==> config.mk <==
export PLATFORM = sky130hd
export DESIGN_NAME = irc_regs
export DESIGN_NICKNAME = d
export VERILOG_FILES = /design/src/include/irc_pkg.sv /design/src/include/irc_cfg_if.sv /design/src/design/irc_regs.sv /design/src/design/irc_decode.sv
export SDC_FILE = /design/constraint.sdc
export NUM_CORES = 1
export LEC_CHECK = 0
export BUFFER_PORTS_ARGS = -buffer_cell sky130_fd_sc_hd__buf_4
export CELL_PAD_IN_SITES_DETAIL_PLACEMENT = 0
export CELL_PAD_IN_SITES_GLOBAL_PLACEMENT = 1
export CORE_ASPECT_RATIO = 2
export CORE_MARGIN = 4
export CORE_UTILIZATION = 45
export CTS_CLUSTER_DIAMETER = 50
export CTS_CLUSTER_SIZE = 28
export DETAILED_ROUTE_END_ITERATION = 16
export PLACE_DENSITY_LB_ADDON = 0.05
export REMOVE_ABC_BUFFERS = 1
export SETUP_SLACK_MARGIN = 0.15
export SLEW_MARGIN = 30
export SYNTH_ARGS = -nofsm -noshare
export SYNTH_HDL_FRONTEND = slang
export SYNTH_SLANG_ARGS = --single-unit
==> constraint.sdc <==
create_clock -name clk -period 3.1 [get_ports clk]
set_input_delay 0.465 -clock clk [delete_from_list [all_inputs] [get_ports clk]]
set_output_delay 0.465 -clock clk [all_outputs]
set_load 0.1 [all_outputs]
==> src/include/irc_pkg.sv <==
package irc_pkg;

  localparam int unsigned IRC_ADDR_W = 13;
  localparam int unsigned IRC_DATA_W = 8;

  // Register offsets
  localparam logic [IRC_ADDR_W-1:0] IRC_OFS_ENABLE_MODE = 13'h01a;
  localparam logic [IRC_ADDR_W-1:0] IRC_OFS_FB_PIN_SEL = 13'h01b;

  // Reset values
  localparam logic [IRC_DATA_W-1:0] IRC_RST_ENABLE_MODE = 8'h00;
  localparam logic [IRC_DATA_W-1:0] IRC_RST_FB_PIN_SEL = 8'h00;

  // Value returned for an unmapped read
  localparam logic [IRC_DATA_W-1:0] IRC_UNMAPPED_RD = 8'h00;

  // Writable bits of the second register; bits 7:6 are reserved
  localparam logic [IRC_DATA_W-1:0] IRC_FB_PIN_SEL_MASK = 8'h3f;

  // input_receiver_enable_mode field positions
  localparam int unsigned IRC_A_REF_TEST_EN = 7;
  localparam int unsigned IRC_A_SEC_DIFF = 6;
  localparam int unsigned IRC_A_PRI_DIFF = 5;
  localparam int unsigned IRC_A_SEC_EN = 4;
  localparam int unsigned IRC_A_PRI_EN = 3;
  localparam int unsigned IRC_A_PD_CTRL_EN = 2;
  localparam int unsigned IRC_A_OSC_NEG_SEL = 1;
  localparam int unsigned IRC_A_OSC_DIFF = 0;

  // feedback_and_pin_select field positions
  localparam int unsigned IRC_B_RSVD_HI = 7;
  localparam int unsigned IRC_B_RSVD_LO = 6;
  localparam int unsigned IRC_B_ZD_INTERNAL = 5;
  localparam int unsigned IRC_B_OSC_FEEDBACK = 4;
  localparam int unsigned IRC_B_ZD_PIN_SEL = 3;
  localparam int unsigned IRC_B_ZD_DIFF = 2;
  localparam int unsigned IRC_B_SEC_PIN_SEL = 1;
  localparam int unsigned IRC_B_PRI_PIN_SEL = 0;

endpackage

==> src/include/irc_cfg_if.sv <==
`timescale 1ns/1ps
interface irc_cfg_if;
  import irc_pkg::*;

  // Active register contents
  logic [IRC_DATA_W-1:0] enable_mode;
  logic [IRC_DATA_W-1:0] fb_pin_sel;

  // Decoded receiver controls
  logic ref_test_en;
  logic primary_reference_en;
  logic secondary_reference_en;
  logic primary_reference_diff;
  logic secondary_reference_diff;
  logic primary_reference_pin_sel;
  logic secondary_reference_pin_sel;
  logic oscillator_input_diff;
  logic oscillator_input_neg_sel;
  logic zero_delay_input_en;
  logic zero_delay_input_diff;
  logic zero_delay_input_pin_sel;
  logic input_loop_osc_feedback;
  logic input_loop_zd_internal;

  modport regs (
    output enable_mode,
    output fb_pin_sel,
    input ref_test_en,
    input primary_reference_en,
    input secondary_reference_en,
    input primary_reference_diff,
    input secondary_reference_diff,
    input primary_reference_pin_sel,
    input secondary_reference_pin_sel,
    input oscillator_input_diff,
    input oscillator_input_neg_sel,
    input zero_delay_input_en,
    input zero_delay_input_diff,
    input zero_delay_input_pin_sel,
    input input_loop_osc_feedback,
    input input_loop_zd_internal
  );

  modport dec (
    input enable_mode,
    input fb_pin_sel,
    output ref_test_en,
    output primary_reference_en,
    output secondary_reference_en,
    output primary_reference_diff,
    output secondary_reference_diff,
    output primary_reference_pin_sel,
    output secondary_reference_pin_sel,
    output oscillator_input_diff,
    output oscillator_input_neg_sel,
    output zero_delay_input_en,
    output zero_delay_input_diff,
    output zero_delay_input_pin_sel,
    output input_loop_osc_feedback,
    output input_loop_zd_internal
  );
endinterface

==> src/design/irc_regs.sv <==
`timescale 1ns/1ps
// Overview of operation
// - Bit 7 enables reference test receiver
// - Bit 6 makes secondary reference differential
// - Bit 5 makes primary reference differential
// - Bit 2 clear keeps both references enabled
// - Bit 4 enables secondary when bit 2 set
// - Bit 3 enables primary when bit 2 set
// - Bit 1 picks oscillator negative pin
// - Bit 0 makes oscillator input differential
// - Second register bits 7:6 reserved, zero
// - Bit 5 selects internal zero delay path
// - Bit 4 selects oscillator loop feedback
// - Bit 3 picks zero delay single pin
// - Bit 2 makes zero delay input differential
// - Bit 1 picks secondary reference pin
// - Bit 0 picks primary reference pin
// - Writes buffered until update; selectable readback
module irc_regs
  import irc_pkg::*;
#(
  parameter int unsigned ADDR_W = IRC_ADDR_W
) (
  // Clock and reset
  input wire logic clk,
  input wire logic resetn,
  // Register port
  input wire logic [ADDR_W-1:0] reg_addr,
  input wire logic reg_wr,
  input wire logic [IRC_DATA_W-1:0] reg_wdata,
  input wire logic reg_rd,
  output logic [IRC_DATA_W-1:0] reg_rdata,
  output logic reg_rvalid,
  // Update and readback control
  input wire logic io_update,
  input wire logic readback_buffered,
  // Reference receivers
  output logic ref_test_en,
  output logic primary_reference_en,
  output logic secondary_reference_en,
  output logic primary_reference_diff,
  output logic secondary_reference_diff,
  output logic primary_reference_pin_sel,
  output logic secondary_reference_pin_sel,
  // Oscillator input receiver
  output logic oscillator_input_diff,
  output logic oscillator_input_neg_sel,
  // Zero delay receiver and loop feedback
  output logic zero_delay_input_en,
  output logic zero_delay_input_diff,
  output logic zero_delay_input_pin_sel,
  output logic input_loop_osc_feedback,
  output logic input_loop_zd_internal
);

  logic rst_meta_ff;
  logic rst_sync_ff;
  logic rst_n;

  logic [IRC_DATA_W-1:0] buf_enable_mode_ff;
  logic [IRC_DATA_W-1:0] buf_fb_pin_sel_ff;
  logic [IRC_DATA_W-1:0] act_enable_mode_ff;
  logic [IRC_DATA_W-1:0] act_fb_pin_sel_ff;
  logic [IRC_DATA_W-1:0] nxt_buf_enable_mode;
  logic [IRC_DATA_W-1:0] nxt_buf_fb_pin_sel;
  logic [IRC_DATA_W-1:0] nxt_reg_rdata;
  logic hit_enable_mode;
  logic hit_fb_pin_sel;

  irc_cfg_if cfg ();

  // Reset release through two stages
  always_ff @(posedge clk or negedge resetn) begin
    if (!resetn) begin
      rst_meta_ff <= 1'b0;
      rst_sync_ff <= 1'b0;
    end else begin
      rst_meta_ff <= 1'b1;
      rst_sync_ff <= rst_meta_ff;
    end
  end

  assign rst_n = rst_sync_ff;

  assign hit_enable_mode = (reg_addr == ADDR_W'(IRC_OFS_ENABLE_MODE));
  assign hit_fb_pin_sel = (reg_addr == ADDR_W'(IRC_OFS_FB_PIN_SEL));

  // Buffered copy takes every write at once
  always_comb begin
    nxt_buf_enable_mode = buf_enable_mode_ff;
    nxt_buf_fb_pin_sel = buf_fb_pin_sel_ff;
    if (reg_wr && hit_enable_mode) begin
      nxt_buf_enable_mode = reg_wdata;
    end
    if (reg_wr && hit_fb_pin_sel) begin
      // Reserved bits never store, so they stay zero
      nxt_buf_fb_pin_sel = reg_wdata & IRC_FB_PIN_SEL_MASK;
    end
  end

  always_ff @(posedge clk or negedge rst_n) begin
    if (!rst_n) begin
      buf_enable_mode_ff <= IRC_RST_ENABLE_MODE;
      buf_fb_pin_sel_ff <= IRC_RST_FB_PIN_SEL;
    end else begin
      buf_enable_mode_ff <= nxt_buf_enable_mode;
      buf_fb_pin_sel_ff <= nxt_buf_fb_pin_sel;
    end
  end

  // Update applies the buffer including a write landing in the same cycle,
  // so a write is never lost to a coincident update
  always_ff @(posedge clk or negedge rst_n) begin
    if (!rst_n) begin
      act_enable_mode_ff <= IRC_RST_ENABLE_MODE;
      act_fb_pin_sel_ff <= IRC_RST_FB_PIN_SEL;
    end else if (io_update) begin
      act_enable_mode_ff <= nxt_buf_enable_mode;
      act_fb_pin_sel_ff <= nxt_buf_fb_pin_sel;
    end
  end

  // Readback of active or buffered contents
  always_comb begin
    case ({hit_enable_mode, hit_fb_pin_sel})
      2'b10: begin
        nxt_reg_rdata = readback_buffered ? buf_enable_mode_ff : act_enable_mode_ff;
      end
      2'b01: begin
        nxt_reg_rdata = readback_buffered ? buf_fb_pin_sel_ff : act_fb_pin_sel_ff;
      end
      default: begin
        nxt_reg_rdata = IRC_UNMAPPED_RD;
      end
    endcase
  end

  always_ff @(posedge clk or negedge rst_n) begin
    if (!rst_n) begin
      reg_rdata <= IRC_UNMAPPED_RD;
      reg_rvalid <= 1'b0;
    end else begin
      reg_rvalid <= reg_rd;
      if (reg_rd) begin
        reg_rdata <= nxt_reg_rdata;
      end
    end
  end

  // Decode sees only the active copy
  assign cfg.enable_mode = act_enable_mode_ff;
  assign cfg.fb_pin_sel = act_fb_pin_sel_ff;

  irc_decode u_decode (
    .cfg(cfg.dec)
  );

  assign ref_test_en = cfg.ref_test_en;
  assign primary_reference_en = cfg.primary_reference_en;
  assign secondary_reference_en = cfg.secondary_reference_en;
  assign primary_reference_diff = cfg.primary_reference_diff;
  assign secondary_reference_diff = cfg.secondary_reference_diff;
  assign primary_reference_pin_sel = cfg.primary_reference_pin_sel;
  assign secondary_reference_pin_sel = cfg.secondary_reference_pin_sel;
  assign oscillator_input_diff = cfg.oscillator_input_diff;
  assign oscillator_input_neg_sel = cfg.oscillator_input_neg_sel;
  assign zero_delay_input_en = cfg.zero_delay_input_en;
  assign zero_delay_input_diff = cfg.zero_delay_input_diff;
  assign zero_delay_input_pin_sel = cfg.zero_delay_input_pin_sel;
  assign input_loop_osc_feedback = cfg.input_loop_osc_feedback;
  assign input_loop_zd_internal = cfg.input_loop_zd_internal;
endmodule

==> src/design/irc_decode.sv <==
`timescale 1ns/1ps
module irc_decode
  import irc_pkg::*;
(
  // Active contents in, receiver controls out
  irc_cfg_if.dec cfg
);

  logic pd_ctrl;
  logic osc_fb;

  assign pd_ctrl = cfg.enable_mode[IRC_A_PD_CTRL_EN];
  assign osc_fb = cfg.fb_pin_sel[IRC_B_OSC_FEEDBACK];

  // Pure decode, so outputs move only when the active copy moves
  assign cfg.ref_test_en = cfg.enable_mode[IRC_A_REF_TEST_EN];
  assign cfg.secondary_reference_diff = cfg.enable_mode[IRC_A_SEC_DIFF];
  assign cfg.primary_reference_diff = cfg.enable_mode[IRC_A_PRI_DIFF];
  // Individual enables count only while power-down control is on
  assign cfg.secondary_reference_en = !pd_ctrl || cfg.enable_mode[IRC_A_SEC_EN];
  assign cfg.primary_reference_en = !pd_ctrl || cfg.enable_mode[IRC_A_PRI_EN];
  assign cfg.oscillator_input_diff = cfg.enable_mode[IRC_A_OSC_DIFF];
  // Pin selects are forced low in differential mode, where they mean nothing
  assign cfg.oscillator_input_neg_sel =
    !cfg.enable_mode[IRC_A_OSC_DIFF] && cfg.enable_mode[IRC_A_OSC_NEG_SEL];
  assign cfg.secondary_reference_pin_sel =
    !cfg.enable_mode[IRC_A_SEC_DIFF] && cfg.fb_pin_sel[IRC_B_SEC_PIN_SEL];
  assign cfg.primary_reference_pin_sel =
    !cfg.enable_mode[IRC_A_PRI_DIFF] && cfg.fb_pin_sel[IRC_B_PRI_PIN_SEL];
  assign cfg.zero_delay_input_diff = cfg.fb_pin_sel[IRC_B_ZD_DIFF];
  assign cfg.zero_delay_input_pin_sel =
    !cfg.fb_pin_sel[IRC_B_ZD_DIFF] && cfg.fb_pin_sel[IRC_B_ZD_PIN_SEL];
  assign cfg.input_loop_osc_feedback = osc_fb;
  // Zero delay mode bit is ignored under local oscillator feedback
  assign cfg.input_loop_zd_internal = !osc_fb && cfg.fb_pin_sel[IRC_B_ZD_INTERNAL];
  assign cfg.zero_delay_input_en = !osc_fb && !cfg.fb_pin_sel[IRC_B_ZD_INTERNAL];

endmodule

After elaboration in Yosys (flattened, before gate mapping)
Index checks and enable logic that the tools add are counted.
Storage, ports and cells
  register bits after elaboration: 43
  bits in latches: 0
  bits in writable memories: 0
  memory bits (read-only): 0
  input port bits: 27
  output and inout port bits: 23
  word-level logic and storage cells: 34
  memories kept: 0
Cells by class
  add/subtract/negate cells: 0
  multiply operators: 0
  div/mod/pow operators: 0
  magnitude comparators: 0
  equality and inequality tests: 4
  shift-type cells: 0
  multiplexer cells: 5
  bitwise operators: 0
  reduce and logical (&&, ||, !) cells: 17
Operators with widths (count)
  $mux 8: 4
  $eq 13x5->1 const B: 2
  $pmux 8 s2: 1
  $logic_and 1x1->1: 8
  $logic_not 1->1: 7
  $eq 2x1->1 const B: 1
  $eq 2x2->1 const B: 1
  $logic_or 1x1->1: 2

Longest topological paths before layout
  word-level depth: 3
  gate-level depth with buffers: 8

By module
From an unflattened synthesis, not the netlist that was laid out.
Unflattened totals
  cells, all modules: 218
  area total of the unflattened synthesis: 2363.5 µm²
By module, submodules not included
  irc_regs: times used 1, cells each 204, area an instance 2263.4 µm², seq. area each 1076.0 µm²
  irc_decode: times used 1, cells each 14, area an instance 100.1 µm², seq. area each 0.0 µm²

Worst setup path after synthesis
OpenSTA, ideal clock, no wires.
  path kind: input port to flip-flop
  from: input reg_addr[2]
  to: register reg_rdata[0]
  data arrival time: 2.614 ns
  setup slack: 0.349 ns
  stages on the path: 8
  buffers on the path: 2
  cells stage by stage: or3b_1 clkbuf_1 or4b_2 or2_2 ha_1 nand2b_1 buf_1 o22ai_1
Between the ends
  longest elaborated chain between the ends: 3
  elaborated cells on any way between the ends: 5
Ends and longest elaborated chain
  from (decl): line irc_regs.sv:28  | input wire logic [ADDR_W-1:0] reg_addr,
  $eq 13x5->1 (on tied branches): line irc_regs.sv:86, irc_regs.sv:85
  $eq 2x1->1 or $eq 2x2->1 (tied branches): line irc_regs.sv:125  | case ({hit_enable_mode, hit_fb_pin_sel})
  $pmux 8 s2 (*): line irc_regs.sv:125
  to (signal assigned): line irc_regs.sv:145  | reg_rdata <= nxt_reg_rdata;
  to (decl): line irc_regs.sv:32  | output logic [IRC_DATA_W-1:0] reg_rdata,
Mark *: on every way between the ends. The rest lies on a longest branch, timed or not.
A chain may end at the register's enable or synchronous reset.

Worst setup path in the final report
  from: input reg_addr[2]
  to: register reg_rdata[7]
The elaborated chain is that of the path after synthesis.

==> reports/results.txt <==
share of layout cells above drive strength 1: 38.3%
GR met2 Demand/Resource: 39.0%
CTS tree: yes
first-pass GRT wire length: 9.80 mm
Slowest-stage cell, CP: or4b_2
Synth Area in Compound Gates: 16.1%
Critical Path AT: 2.68 ns
Final period util: 81.3%
status: complete, no violations
IO Port Bufs: 49
P&R area growth vs syn: 21.0%
effective utilization at floorplan: 46.9%
Post-CTS Setup Inserts: 0
global-route met3 utilization: 3.32%
Seq cells post-synth: 43
CTS Buf Count: 5
leakage power: 1.30 nW
Residual DRC: 0
Post-DP HPWL: 4.38 mm
Hold Path Class: reg2async
# setup viols final: 0
final WL: 6.29 mm
Synth cell types: 30
die height: 109 um
register area: 0.00108 mm^2
Syn Inst Count: 214
Synth warnings: 0
crit end category: register
Ports: 50
most used routing layer: met2
Total GRT Usage: 20.8%
total grt overflow: 0
Rows: 36
RSZ-0062 raised after global routing: false
Final min period: 2.52 ns
Final Skew: 0.00845 ns
CP max stage delay: 0.72 ns
endpoints failing hold: 0
Std-Cell Core Area: 0.00491 mm^2
CP cell instances: buf_4 -> or3b_1 -> or4b_2 -> or2_2 -> ha_1 -> nand2b_1 -> o22ai_1
asr flop ratio synth: 100%
Pre-antenna DRT Iters: 4
grt met1 use: 21.4%
ys flop type: dfrtp_1
Clock transition at path regs: 0.08 ns
Clock Tree Buf Depth: 2
crit path buf inv count: 1
Detail Route Antenna Nets: 0
R2R Path Start: act_fb_pin_sel_ff[2]
Post-synth EDFFs: 0
Post-Synth Adder-Cell Area: 1.09%
Setup crit start kind: input pin
worst skew pair latency: 0.30 ns
post-DR wirelength/cell: 20.1 um
CP delay by family, top: simple AND/OR/NAND/NOR gates
Die W: 58.6 um
initial DRC count: 54
CP Class: in2reg
nets: 284
Avg Inst Size Synth: 10.8 um^2
vias in the first global route: 1987
VDD IR-drop max: 352 uV
Via density: 5.80
# fillers: 456
CTS sink cnt: 43
multiplexer share of the synthesized area: 15.0%
Setup TNS Final: 0 ns
maximum fanout along the worst path: 8
Post-Synth XOR/XNOR Area: 0%
Max Clk Rate: 397 MHz
normalized max-slew margin: 52.3%
power per cell area: 378 mW/mm^2
Post-Syn Area: 0.00230 mm^2
worst path required time: 3.26 ns
largest net degree at the start of global routing: 42
Placed Cells incl. Taps: 304
Die ar.: 0.00639 mm^2
Simple-Gate Fraction of Synth Area: 12.8%
final core occ: 56.7%
CTS root buf: clkbuf_8
initial antenna violation count: 0
H-Tree Level Count: 2
Slew @ Worst Pin: 0.715 ns
Final Instance Count excl. Fillers: 313
largest family of logic cells by synthesized area: compound AO/OA/AOI/OAI gates
Slew Limit Fails: 0
Vias: 1815
Max-cap violations: 0
sequential area share after synthesis: 46.7%
crit path from: reg_addr[2]
Ant. Diodes: 0
footprint of the multi-input gates: 0.00104 mm^2
RD Place Congestion: 0.814
[report_power, final]
part           switching [mW]  internal [mW]  leakage [nW]
sequential            0.00120          0.563         0.594
clock                   0.195          0.203        0.0505
combinational          0.0572         0.0346         0.653
[routing by layer]
metal  up-vias  wire [um]
met2        47       3580
met5         -          0
met3        15        221
met1       903       2300
li1        850          -
met4         0        184
[layout by cell type, fill, tap and decap left out]
cell / Yosys / final
nor2b_1: 2 / 2
mux2_2: 28 / 28
o41ai_1: 14 / 14
mux2_4: 2 / 2
nand4bb_1: 2 / 2
dfrtp_1: 43 / 43
or4b_2: 1 / 1
or3_1: 1 / 1
o211ai_1: 2 / 2
or2_2: 1 / 1
clkinvlp_4: 0 / 1
and2_1: 16 / 16
or3b_1: 1 / 1
o22ai_1: 8 / 8
buf_4: 0 / 54
or4_4: 1 / 1
a22oi_1: 8 / 8
dlygate4sd3_1: 0 / 1
nand2_1: 10 / 10
conb_1: 1 / 1
or4b_4: 1 / 1
nand2b_1: 4 / 4
or4_1: 1 / 1
inv_1: 21 / 21
a31o_2: 2 / 2
o221ai_1: 12 / 12
ha_1: 2 / 2
clkbuf_8: 0 / 7
nor2_1: 9 / 9
[final cells by class]
| cell class | count | area share (%) |
|---|---|---|
| Clock buffer | 7 | 3.46 |
| Sequential cell | 43 | 38.6 |
| Tap cell | 57 | 2.56 |
| Inverter | 21 | 2.83 |
| Timing Repair Buffer | 55 | 14.9 |
| Multi-Input combinational cell | 129 | 37.3 |
| Clock inverter | 1 | 0.270 |
[what timing repair did]
item / in CTS / in global routing
hold endpoints to repair: 2 / 0
resized for setup: 0 / 0
hold buffers: 1 / 0
[per-stage QoR]
stage                     setup slack (ns)  instance area (um^2)  hold slack [ns]  power [mW]
after floorplan                      0.362                  2190            0.169       0.609
after global placement               0.325                  2670            0.247       0.663
after detailed placement             0.275                  2670            0.250       0.667
after CTS                            0.587                  2790            0.334        1.07
after global routing                 0.484                  2790            0.350        1.10
final                                0.581                  2790            0.305        1.05
[flip-flops by register name (all words and copies together) (netlist names)]
signal / count
act_enable_mode_ff: 8
act_fb_pin_sel_ff: 8
buf_enable_mode_ff: 8
buf_fb_pin_sel_ff: 8
reg_rdata: 8
reg_rvalid: 1
rst_meta_ff: 1
rst_n: 1
[path summary, 6_finish.rpt]
path                                        endpoint  slack (ns)  cells after the start
worst min register to register  act_fb_pin_sel_ff[7]        0.31                      1
worst min-delay path            act_fb_pin_sel_ff[7]        0.31                      1
min in group clk                          reg_rvalid        0.36                      1
worst max register to register          reg_rdata[2]        1.95                      3
max in group asynchronous       act_fb_pin_sel_ff[5]        2.40                      1
worst max-delay path                    reg_rdata[7]        0.58                      7
[cell usage after synthesis, types with 2 or more instances]
cell type / n / share of area (%)
buf_1: 2 / 0.33
mux2_4: 2 / 1.3
nand2b_1: 4 / 1.1
o41ai_1: 14 / 5.3
clkbuf_1: 14 / 2.3
inv_1: 21 / 3.4
o211ai_1: 2 / 0.65
ha_1: 2 / 1.1
buf_2: 2 / 0.43
nand2_1: 10 / 1.6
nor2_1: 9 / 1.5
nand4bb_1: 2 / 0.98
mux2_2: 28 / 14
a22oi_1: 8 / 2.6
a31o_2: 2 / 0.76
dfrtp_1: 43 / 47
and2_1: 16 / 4.3
nor2b_1: 2 / 0.54
o221ai_1: 12 / 4.6
buf_6: 2 / 0.98
o22ai_1: 8 / 2.2
[cells by family (layout without fill, tap and decap cells)]
kind of cell | count (synthesis) | after routing
compound gates | 46 | 46
buf+inv | 42 | 84
other cells | 1 | 1
mux | 30 | 30
fa+ha+maj | 2 | 2
simple gates | 50 | 50
flops | 43 | 43
(Power assumes the default switching activity.)
